**config.mk**
```make
export PLATFORM = sky130hd
export DESIGN_NAME = pcs_stager
export DESIGN_NICKNAME = d
export VERILOG_FILES = /design/src/logic/pcs_pkg.sv /design/src/logic/pcs_stager.sv
export VERILOG_INCLUDE_DIRS = /design/src /design/src/logic
export SDC_FILE = /design/constraint.sdc
export NUM_CORES = 2
export LEC_CHECK = 0
export BUFFER_PORTS_ARGS = -buffer_cell sky130_fd_sc_hd__buf_2
export CORE_ASPECT_RATIO = 1.25
export CORE_MARGIN = 4
export CORE_UTILIZATION = 59
export DETAILED_ROUTE_END_ITERATION = 7
export GPL_TIMING_DRIVEN = 0
export HOLD_SLACK_MARGIN = 0.12
export PLACE_DENSITY = 0.8
export SYNTH_ARGS = -nofsm -noshare
export SYNTH_HDL_FRONTEND = slang
export SYNTH_SLANG_ARGS = --single-unit
export TNS_END_PERCENT = 10
```
**constraint.sdc**
```tcl
create_clock -name clk_sys -period 14.1 [get_ports clk_sys]
set_input_delay 1.41 -clock clk_sys [delete_from_list [all_inputs] [get_ports clk_sys]]
set_output_delay 1.41 -clock clk_sys [all_outputs]
set_load 0.05 [all_outputs]
```
**src/logic/pcs_cfg.svh**
```systemverilog
// Purpose: Offsets, field positions, reset values and timing counts of the stager.
// Assumes: Avalon-MM word addresses are byte address divided by four.
// Notes: Definitions only.
`ifndef PCS_CFG_SVH
`define PCS_CFG_SVH
`define PCS_CLK_HZ 200000000
`define PCS_TICK_MS 1
`define PCS_TICK_CYC (`PCS_CLK_HZ / 1000 * `PCS_TICK_MS)
`define PCS_MS_PER_SEC 10'h3E7
`define PCS_SEC_PER_HOUR 12'hE0F
`define PCS_ADR_CTRL 5'h00
`define PCS_ADR_ACT_THR 5'h01
`define PCS_ADR_OVR_THR 5'h02
`define PCS_ADR_STG_DLY 5'h03
`define PCS_ADR_DSTG_DLY 5'h04
`define PCS_ADR_ILK 5'h05
`define PCS_ADR_SPEED 5'h06
`define PCS_ADR_STATUS 5'h07
`define PCS_ADR_ON_DLY 5'h08
`define PCS_ADR_ACT_HOLD 5'h09
`define PCS_ADR_OFF_DLY 5'h0A
`define PCS_ADR_DEACT_HOLD 5'h0B
`define PCS_ADR_MAX_CONT 5'h0C
`define PCS_ADR_ABS_LIM 5'h0D
`define PCS_ADR_HRS0 5'h0E
`define PCS_CTRL_CFG_LO 0
`define PCS_CTRL_SEL_LO 4
`define PCS_CTRL_SW_EN 6
`define PCS_CTRL_EN_SRC 7
`define PCS_CTRL_TECH_EN 8
`define PCS_CTRL_TECH_MODE 9
`define PCS_CTRL_OFF_ORDER 10
`define PCS_RST_CTRL 11'h000
`define PCS_RST_THR 16'h0100
`define PCS_RST_OVR 16'h0400
`define PCS_RST_TIME 16'h0000
`define PCS_RST_SPEED 16'h4000
`endif

```
**src/logic/pcs_pkg.sv**
```systemverilog
// Purpose: Types shared by the stager.
// Assumes: Three external motors.
// Notes: State is one packed struct registered in one process.
`default_nettype none
package pcs_pkg;
	typedef enum logic [2:0] {PCS_IDLE, PCS_WAIT, PCS_SWDLY, PCS_RAMP, PCS_HOLD} pcs_state_t;
	typedef struct packed {
		pcs_state_t st;
		logic [2:0] lvl;
		logic [2:0] mask;
		logic [2:0] pend;
		logic up;
		logic [17:0] tick;
		logic [9:0] ms;
		logic [15:0] tmr;
		logic [15:0] ilk;
		logic [2:0][11:0] sub;
		logic [2:0][15:0] hrs;
		logic [2:0][15:0] cont;
		logic [10:0] ctrl;
		logic [15:0] act_thr;
		logic [15:0] ovr_thr;
		logic [15:0] stg_dly;
		logic [15:0] dstg_dly;
		logic [15:0] ilk_time;
		logic [15:0] speed;
		logic [15:0] on_dly;
		logic [15:0] act_hold;
		logic [15:0] off_dly;
		logic [15:0] deact_hold;
		logic [15:0] max_cont;
		logic [15:0] abs_lim;
		logic ack;
		logic [31:0] rdata;
		logic en_s1;
		logic en_s2;
		logic off_s1;
		logic off_s2;
		logic spd_hold;
		logic tech_hold;
	} pcs_reg_t;
endpackage
`default_nettype wire

```
**src/logic/pcs_stager.sv**
```systemverilog
// Purpose: Cascade stager that switches three fixed-speed motors beside a main drive.
// Assumes: Deviation and drive flags come from logic on clk_sys; pins are asynchronous.
// Notes: All times are in milliseconds, run time in hours.
// What this block does
// Config 0 disables; 1 is motor one.
// Config 2 and 3 two-motor stage lists.
// Configs 4 to 8 three-motor stage lists.
// Removal walks the same list backwards.
// Selection mode: stage order or run hours.
// Status bits 0 to 2 drive outputs.
// Runs only with controller enabled, setpoint mode.
// After switching, main drive goes to switch speed.
// Activation hold time after switching on.
// Deactivation hold time after switching off.
// Configurable destage order on OFF command.
// Motor-on delay before switching on.
// Motor-off delay before switching off.
// Separate destaging delay before removal.
// Count hours; enforce continuous and absolute limits in run-hours selection only.
// Selectable enable source switches staging.
// Over overcontrol threshold, switch immediately.
// Between thresholds, run staging delay first.
// Controller disabled while ramping to switch speed.
//
// Register access over Avalon-MM and the register offsets were chosen for this implementation.
`include "pcs_cfg.svh"
`default_nettype none
module pcs_stager import pcs_pkg::*; #(
	parameter int TICK_CYC = `PCS_TICK_CYC
) (
	input wire logic clk_sys,
	input wire logic rst_n,
	input wire logic [4:0] avs_address,
	input wire logic avs_read,
	input wire logic avs_write,
	input wire logic [31:0] avs_writedata,
	input wire logic [3:0] avs_byteenable,
	output logic [31:0] avs_readdata,
	output logic avs_waitrequest,
	input wire logic signed [15:0] pid_deviation,
	input wire logic main_at_max,
	input wire logic main_at_min,
	input wire logic main_at_switch_speed,
	input wire logic staging_enable_pin,
	input wire logic off_command_pin,
	output logic [2:0] digital_out,
	output logic speed_hold,
	output logic [15:0] speed_target,
	output logic tech_ctrl_hold
);
	// Stage list entry for a configuration; level 0 is no motor.
	function automatic logic [2:0] stage_mask(input logic [3:0] cfg, input logic [2:0] lvl);
		logic [2:0] m;
		m = 3'h0;
		if (lvl != 3'h0) begin
			m = 3'h1;
		end
		case (cfg)
			4'h2: if (lvl == 3'h2) m = 3'h3;
			4'h3: case (lvl)
				3'h2: m = 3'h2;
				3'h3: m = 3'h3;
				default: ;
			endcase
			4'h4: case (lvl)
				3'h2: m = 3'h3;
				3'h3: m = 3'h7;
				default: ;
			endcase
			4'h5: case (lvl)
				3'h2: m = 3'h4;
				3'h3: m = 3'h5;
				3'h4: m = 3'h7;
				default: ;
			endcase
			4'h6: case (lvl)
				3'h2: m = 3'h2;
				3'h3: m = 3'h3;
				3'h4: m = 3'h6;
				3'h5: m = 3'h7;
				default: ;
			endcase
			4'h7: case (lvl)
				3'h2: m = 3'h3;
				3'h3: m = 3'h4;
				3'h4: m = 3'h5;
				3'h5: m = 3'h7;
				default: ;
			endcase
			4'h8: case (lvl)
				3'h2: m = 3'h2;
				3'h3: m = 3'h4;
				3'h4: m = 3'h5;
				3'h5: m = 3'h6;
				3'h6: m = 3'h7;
				default: ;
			endcase
			default: ;
		endcase
		return m;
	endfunction

	// Number of levels in a stage list, and motors it uses.
	function automatic logic [2:0] max_level(input logic [3:0] cfg, input logic by_hours);
		logic [2:0] n;
		case (cfg)
			4'h1: n = 3'h1;
			4'h2: n = 3'h2;
			4'h3: n = by_hours ? 3'h2 : 3'h3;
			4'h4: n = 3'h3;
			4'h5: n = by_hours ? 3'h3 : 3'h4;
			4'h6, 4'h7: n = by_hours ? 3'h3 : 3'h5;
			4'h8: n = by_hours ? 3'h3 : 3'h6;
			default: n = 3'h0;
		endcase
		return n;
	endfunction

	pcs_reg_t s, n;
	logic [3:0] cfg;
	logic by_hours, en_src, active, tick, sec, ilk_done, off_req;
	logic add_cond, rem_cond, add_fast, rem_fast, tmr_zero;
	logic [2:0] maxl, avail, expired, pick_add, pick_rem, add_mask, rem_mask;
	logic [15:0] best;
	logic req, wr_now, rd_now;

	assign cfg = s.ctrl[`PCS_CTRL_CFG_LO +: 4];
	assign by_hours = s.ctrl[`PCS_CTRL_SEL_LO +: 2] != 2'h0;
	assign en_src = s.ctrl[`PCS_CTRL_EN_SRC] ? s.en_s2 : s.ctrl[`PCS_CTRL_SW_EN];
	assign active = (cfg != 4'h0) && (cfg <= 4'h8) && en_src && s.ctrl[`PCS_CTRL_TECH_EN]
		&& !s.ctrl[`PCS_CTRL_TECH_MODE];
	assign off_req = (!active || s.off_s2) && (s.mask != 3'h0);
	assign maxl = max_level(cfg, by_hours);
	assign tick = s.tick == 18'(TICK_CYC - 1);
	assign sec = tick && (s.ms == `PCS_MS_PER_SEC);
	assign ilk_done = s.ilk == 16'h0000;
	assign tmr_zero = s.tmr == 16'h0000;
	assign add_cond = (pid_deviation > $signed({1'b0, s.act_thr[14:0]})) && main_at_max;
	assign rem_cond = (pid_deviation < -$signed({1'b0, s.act_thr[14:0]})) && main_at_min;
	assign add_fast = pid_deviation > $signed({1'b0, s.ovr_thr[14:0]});
	assign rem_fast = pid_deviation < -$signed({1'b0, s.ovr_thr[14:0]});
	assign req = avs_read || avs_write;
	assign wr_now = avs_write && s.ack;
	assign rd_now = avs_read && !s.ack;

	// Motors past a run-time limit may not be added and are forced off in hours mode.
	always_comb begin
		avail = 3'h0;
		expired = 3'h0;
		pick_add = 3'h0;
		pick_rem = 3'h0;
		best = 16'h0000;
		for (int i = 0; i < 3; i++) begin
			if ((s.abs_lim != 16'h0000 && s.hrs[i] >= s.abs_lim)
				|| (s.max_cont != 16'h0000 && s.cont[i] >= s.max_cont)) begin
				expired[i] = s.mask[i];
			end else begin
				avail[i] = !s.mask[i];
			end
		end
		for (int i = 0; i < 3; i++) begin
			if (avail[i] && (pick_add == 3'h0 || s.hrs[i] < best)) begin
				pick_add = 3'(1 << i);
				best = s.hrs[i];
			end
		end
		for (int i = 0; i < 3; i++) begin
			if (s.mask[i] && (pick_rem == 3'h0 || s.hrs[i] > best)) begin
				pick_rem = 3'(1 << i);
				best = s.hrs[i];
			end
		end
		if (expired != 3'h0) begin
			pick_rem = expired & -expired;
		end
		add_mask = by_hours ? (s.mask | pick_add) : stage_mask(cfg, s.lvl + 3'h1);
		rem_mask = by_hours ? (s.mask & ~pick_rem) : stage_mask(cfg, s.lvl - 3'h1);
	end

	always_comb begin
		n = s;
		n.en_s1 = staging_enable_pin;
		n.en_s2 = s.en_s1;
		n.off_s1 = off_command_pin;
		n.off_s2 = s.off_s1;
		n.tick = tick ? 18'h00000 : s.tick + 18'h00001;
		if (tick) begin
			n.ms = (s.ms == `PCS_MS_PER_SEC) ? 10'h000 : s.ms + 10'h001;
			if (!tmr_zero) begin
				n.tmr = s.tmr - 16'h0001;
			end
			if (!ilk_done) begin
				n.ilk = s.ilk - 16'h0001;
			end
		end
		// Hour counting runs only for motors whose contactor is closed.
		for (int i = 0; i < 3; i++) begin
			if (sec && s.mask[i]) begin
				n.sub[i] = (s.sub[i] == `PCS_SEC_PER_HOUR) ? 12'h000 : s.sub[i] + 12'h001;
				if (s.sub[i] == `PCS_SEC_PER_HOUR) begin
					n.hrs[i] = s.hrs[i] + 16'h0001;
					n.cont[i] = s.cont[i] + 16'h0001;
				end
			end
			if (!s.mask[i]) begin
				n.cont[i] = 16'h0000;
			end
		end

		case (s.st)
			PCS_IDLE: begin
				if (off_req) begin
					n.up = 1'b0;
					n.pend = s.ctrl[`PCS_CTRL_OFF_ORDER] ? 3'h0 : rem_mask;
					n.tmr = s.off_dly;
					n.st = PCS_SWDLY;
				end else if (active && by_hours && expired != 3'h0 && ilk_done) begin
					n.up = 1'b0;
					n.pend = rem_mask;
					n.tmr = s.off_dly;
					n.st = PCS_SWDLY;
				end else if (active && ilk_done && add_cond && s.lvl < maxl
					&& add_mask != s.mask) begin
					n.up = 1'b1;
					n.pend = add_mask;
					n.tmr = add_fast ? s.on_dly : s.stg_dly;
					n.st = add_fast ? PCS_SWDLY : PCS_WAIT;
				end else if (active && ilk_done && rem_cond && s.lvl != 3'h0) begin
					n.up = 1'b0;
					n.pend = rem_mask;
					n.tmr = rem_fast ? s.off_dly : s.dstg_dly;
					n.st = rem_fast ? PCS_SWDLY : PCS_WAIT;
				end
			end
			PCS_WAIT: begin
				// Abandon the wait if the demand disappears before the delay runs out.
				if (off_req || (s.up ? !add_cond : !rem_cond)) begin
					n.st = PCS_IDLE;
				end else if (tmr_zero) begin
					n.tmr = s.up ? s.on_dly : s.off_dly;
					n.st = PCS_SWDLY;
				end
			end
			PCS_SWDLY: begin
				if (tmr_zero) begin
					n.mask = s.pend;
					n.lvl = s.up ? s.lvl + 3'h1 : (s.pend == 3'h0 ? 3'h0 : s.lvl - 3'h1);
					n.ilk = s.ilk_time;
					n.st = PCS_RAMP;
				end
			end
			PCS_RAMP: begin
				if (main_at_switch_speed) begin
					n.tmr = s.up ? s.act_hold : s.deact_hold;
					n.st = PCS_HOLD;
				end
			end
			PCS_HOLD: begin
				if (tmr_zero) begin
					n.st = PCS_IDLE;
				end
			end
			default: n.st = PCS_IDLE;
		endcase
		n.spd_hold = (n.st == PCS_RAMP) || (n.st == PCS_HOLD);
		n.tech_hold = n.st == PCS_RAMP;

		// A request is answered on the second edge; writes land on that edge.
		n.ack = req && !s.ack;
		if (rd_now) begin
			n.rdata = 32'h00000000;
			case (avs_address)
				`PCS_ADR_CTRL: n.rdata = 32'(s.ctrl);
				`PCS_ADR_ACT_THR: n.rdata = 32'(s.act_thr);
				`PCS_ADR_OVR_THR: n.rdata = 32'(s.ovr_thr);
				`PCS_ADR_STG_DLY: n.rdata = 32'(s.stg_dly);
				`PCS_ADR_DSTG_DLY: n.rdata = 32'(s.dstg_dly);
				`PCS_ADR_ILK: n.rdata = 32'(s.ilk_time);
				`PCS_ADR_SPEED: n.rdata = 32'(s.speed);
				`PCS_ADR_STATUS: n.rdata = {22'h0, active, s.st, s.lvl, s.mask};
				`PCS_ADR_ON_DLY: n.rdata = 32'(s.on_dly);
				`PCS_ADR_ACT_HOLD: n.rdata = 32'(s.act_hold);
				`PCS_ADR_OFF_DLY: n.rdata = 32'(s.off_dly);
				`PCS_ADR_DEACT_HOLD: n.rdata = 32'(s.deact_hold);
				`PCS_ADR_MAX_CONT: n.rdata = 32'(s.max_cont);
				`PCS_ADR_ABS_LIM: n.rdata = 32'(s.abs_lim);
				`PCS_ADR_HRS0: n.rdata = 32'(s.hrs[0]);
				`PCS_ADR_HRS0 + 5'h01: n.rdata = 32'(s.hrs[1]);
				`PCS_ADR_HRS0 + 5'h02: n.rdata = 32'(s.hrs[2]);
				default: n.rdata = 32'h00000000;
			endcase
		end
		// Only byte lanes 0 and 1 hold data; a write without both lanes enabled is ignored.
		if (wr_now && avs_byteenable[1:0] == 2'h3) begin
			case (avs_address)
				`PCS_ADR_CTRL: n.ctrl = avs_writedata[10:0];
				`PCS_ADR_ACT_THR: n.act_thr = avs_writedata[15:0];
				`PCS_ADR_OVR_THR: n.ovr_thr = avs_writedata[15:0];
				`PCS_ADR_STG_DLY: n.stg_dly = avs_writedata[15:0];
				`PCS_ADR_DSTG_DLY: n.dstg_dly = avs_writedata[15:0];
				`PCS_ADR_ILK: n.ilk_time = avs_writedata[15:0];
				`PCS_ADR_SPEED: n.speed = avs_writedata[15:0];
				`PCS_ADR_ON_DLY: n.on_dly = avs_writedata[15:0];
				`PCS_ADR_ACT_HOLD: n.act_hold = avs_writedata[15:0];
				`PCS_ADR_OFF_DLY: n.off_dly = avs_writedata[15:0];
				`PCS_ADR_DEACT_HOLD: n.deact_hold = avs_writedata[15:0];
				`PCS_ADR_MAX_CONT: n.max_cont = avs_writedata[15:0];
				`PCS_ADR_ABS_LIM: n.abs_lim = avs_writedata[15:0];
				`PCS_ADR_HRS0: n.hrs[0] = avs_writedata[15:0];
				`PCS_ADR_HRS0 + 5'h01: n.hrs[1] = avs_writedata[15:0];
				`PCS_ADR_HRS0 + 5'h02: n.hrs[2] = avs_writedata[15:0];
				default: ;
			endcase
		end
	end

	always_ff @(posedge clk_sys) begin
		if (!rst_n) begin
			s <= '0;
			s.st <= PCS_IDLE;
			s.ctrl <= `PCS_RST_CTRL;
			s.act_thr <= `PCS_RST_THR;
			s.ovr_thr <= `PCS_RST_OVR;
			s.stg_dly <= `PCS_RST_TIME;
			s.dstg_dly <= `PCS_RST_TIME;
			s.ilk_time <= `PCS_RST_TIME;
			s.speed <= `PCS_RST_SPEED;
			s.on_dly <= `PCS_RST_TIME;
			s.act_hold <= `PCS_RST_TIME;
			s.off_dly <= `PCS_RST_TIME;
			s.deact_hold <= `PCS_RST_TIME;
			s.max_cont <= `PCS_RST_TIME;
			s.abs_lim <= `PCS_RST_TIME;
		end else begin
			s <= n;
		end
	end

	assign avs_readdata = s.rdata;
	assign avs_waitrequest = req && !s.ack;
	assign digital_out = s.mask;
	assign speed_hold = s.spd_hold;
	assign speed_target = s.speed;
	assign tech_ctrl_hold = s.tech_hold;
endmodule
`default_nettype wire

```
==> impl_metrics.csv <==
group,metric,value,unit
outcome,status,"finished with violations",
outcome,violations,"design-rule violations, max-capacitance violations, max-slew violations",
finish,final_nets,4147,
global_routing,grt-ovfl-total,0,
timing,final-hold-violation-count,0,
detailed_routing,route.detailed.drc,9,
clock_tree,numCtsBuffers,46,
timing,finalCriticalPeriod,13110,ps
detailed_routing,drt_iter0_drc,3865,
timing,clock.fmax,76.3,MHz
floorplanning,design.die.area,51500,µm²
timing,final-setup-viol-count,0,
critical_path,cp_max_fo,10,
finish,drive_gt1_frac,0.0697,
detailed_routing,dr.pass1.iters,8,
timing,slew_violations,9,
global_routing,grt_pass1_wl,173000,µm
place,hpwl,89500,µm
global_routing,antenna_found_initial,6,
synthesis,avgSynthCellArea,7.64,µm²
synthesis,yosysUniqueCellTypes,81,
timing,slew_headroom,-0.0509,
global_routing,first_global_vias,27900,
critical_path,critPathArrivalTime,13590,ps
timing,finalCritPeriodShare,0.930,
critical_path,cpMaxStageDelayCell,"o32ai_2",
synthesis,synth_ff_type,"dfxtp_1",
clock_tree,ctsHoldBuffers,0,
pwr,p_per_area,88.8,nW/µm²
synthesis,netlist_area,28300,µm²
global_routing,grt.total_usage,0.444,
detailed_routing,wl_per_cell,26.2,µm
floorplanning,fp.dieW,204,µm
timing,tightest_slew,1560,ps
clock_tree,htreeDepth,2,
floorplanning,io_pins,120,
synthesis,yosysTopAreaCell,"dfxtp_1",
floorplanning,core_area,47300,µm²
place,dp_cells,4426,
timing,whs,435,ps
finish,fin_cells,4513,
critical_path,critPathKind,"flop to flop",
place,gp_congestion,1.13,
place,io_buffers,73,
synthesis,synthTopCellsByArea,"dfxtp_1, ha_1, nand2_1",
clock_tree,cts_tree,"built",
synthesis,syn_inst,3698,
critical_path,slowest_delay,450,ps
timing,rsz0062_at_grt,"false",
timing,fin_setup_tns,0,ps
timing,clock_skew,23.8,ps
critical_path,crit_path_start_kind,"flop",
synthesis,synth_warnings,0,
synthesis,synth_edf_count,0,
clock_tree,clkTransAtPathRegs,70,ps
critical_path,crit_required,14580,ps
synthesis,ys_ff_latch,431,
pwr,leakage,11.4,nW
detailed_routing,wl,118000,µm
finish,fin_util,0.660,
synthesis,yosysTopAreaCellShare,0.305,
detailed_routing,vias_per_cell,6.60,
floorplanning,die_h,253,µm
run,maxCapViolCount,1,
detailed_routing,ant_nets,0,
pwr,ir_drop,0.100,mV
critical_path,worstSetupEndpointType,"flop",
synthesis,async_flop_share,0,
synthesis,ys_seq_area_frac,0.305,
worst_hold_path,hp-class,"flop to flop",
clock_tree,root_buffer,"clkbuf_16",
global_routing,grt_max_degree,15,
finish,area_delta_synth_final,10.5,%
floorplanning,rows,89,
clock_tree,clkLatencyLatePin,610,ps
detailed_routing,vias,29800,
clock_tree,cts_buffer_depth,3,
clock_tree,cts_sinks,431,
floorplanning,start_util,0.597,
==> cells by family (layout without fill, tap and decap cells) <==
| group | Yosys count | count (layout) | share of synthesized area |
|---|---|---|---|
| AOI/OAI and AO/OA | 929 | 929 | 0.207 |
| buffers and inverters | 402 | 561 | 0.0608 |
| muxes | 106 | 106 | 0.0386 |
| and+or+nand+nor | 1409 | 1409 | 0.225 |
| DFF | 431 | 431 | 0.305 |
| adders and majority gates | 244 | 244 | 0.108 |
| other | 1 | 20 | 0.000133 |
| xor gates and xnor gates | 176 | 176 | 0.0546 |
==> worst paths after layout <==
check | slack [ps] | cells past startpoint | from | to
max reg2reg | 990 | 53 | s[290] | s[435]
min reg2reg | 440 | 1 | n[4] | s[4]
min | 440 | 1 | n[4] | s[4]
max | 990 | 53 | s[290] | s[435]
==> cell usage in the layout (no fill, tap or decap), drive strengths merged, types with 12 or more instances in the layout <==
cell	instances
a211oi	75
a21o	19
a21oi	380
a221oi	16
a222oi	14
a22oi	96
a311oi	12
a31oi	21
and3	36
and4	17
buf	157
clkbuf	248
conb	16
dfxtp	431
ha	244
inv	136
mux2	23
mux2i	83
nand2	628
nand2b	26
nand3	82
nand4	83
nor2	347
nor2b	22
nor3	54
nor4	26
o211a	14
o211ai	18
o21a	19
o21ai	150
or3	39
xnor2	86
xor2	90
==> synthesized netlist by cell type (19+ instances only) <==
cell type  number
nand2b_1       26
buf_1          22
mux2i_1        83
nor3_1         50
a21oi_1       379
nor2_1        345
a211oi_1       75
and3_1         36
o21ai_0       147
a22oi_1        96
mux2_2         23
inv_1         132
dfxtp_1       431
nor2b_1        22
nor4_1         26
nand2_1       628
xnor2_1        86
a21o_1         19
xor2_1         90
or3_1          39
ha_1          244
a31oi_1        21
o21a_1         19
buf_4          54
clkbuf_1      187
nand4_1        82
nand3_1        82
==> where the power goes <==
part	internal [W]	total, W	switching (W)
registers	0.00122	0.00122	0.00000281
logic	0.0000572	0.000206	0.000149
clock network	0.000798	0.00134	0.000545
total	0.00208	0.00277	0.000697
==> state kept, by name, summed over array words and instances (netlist names) <==
signal          cells
s                 388
avs_readdata       16
cfg                 4
speed_target       16
digital_out         3
n                   2
speed_hold          1
tech_ctrl_hold      1
==> metal layers <==
layer	wire, µm	vias to the layer above	track usage
met1	40700	13700	0.507
met3	13200	704	0.114
li1	-	13400	-
met2	50000	1980	0.673
met4	14500	2	0.414
met5	13	-	0
==> area by class of cell <==
class / instances / area (µm²)
Sequential cell: 431 / 8630
Clock inverter: 23 / 359
Multi-Input combinational cell: 2880 / 18000
Clock buffer: 60 / 1290
Buffer: 269 / 1220
Timing Repair Buffer: 76 / 392
Tap cell: 637 / 797
Inverter: 133 / 499
Fill cell: 4194 / 16100
Antenna cell: 4 / 10.0
==> per-stage QoR <==
stage / instance area, µm² / total power (W) / worst slack (ps)
floorplan: 28300 / 0.00137 / 3670
global placement: 29500 / 0.00144 / -740
detailed placement: 29500 / 0.00144 / -180
CTS: 31200 / 0.00276 / 16.1
global route: 31200 / 0.00283 / 123
finish: 31200 / 0.00277 / 991
==> critical path: cells and delay by family (launching register included) <==
| family | cells | cell delay [ps] |
|---|---|---|
| flops | 1 | 330 |
| mux | 1 | 340 |
| buf+inv | 8 | 2250 |
| compound gates | 23 | 5540 |
| fa+ha+maj | 5 | 1560 |
| simple gates | 16 | 2900 |
==> timing repair <==
item,in CTS,in global routing
endpoints found under the setup margin,3,3
buffers inserted,0,0
pin swaps,0,0
resized for setup,1,11
cloned,0,0
(Power assumes the default switching activity.)
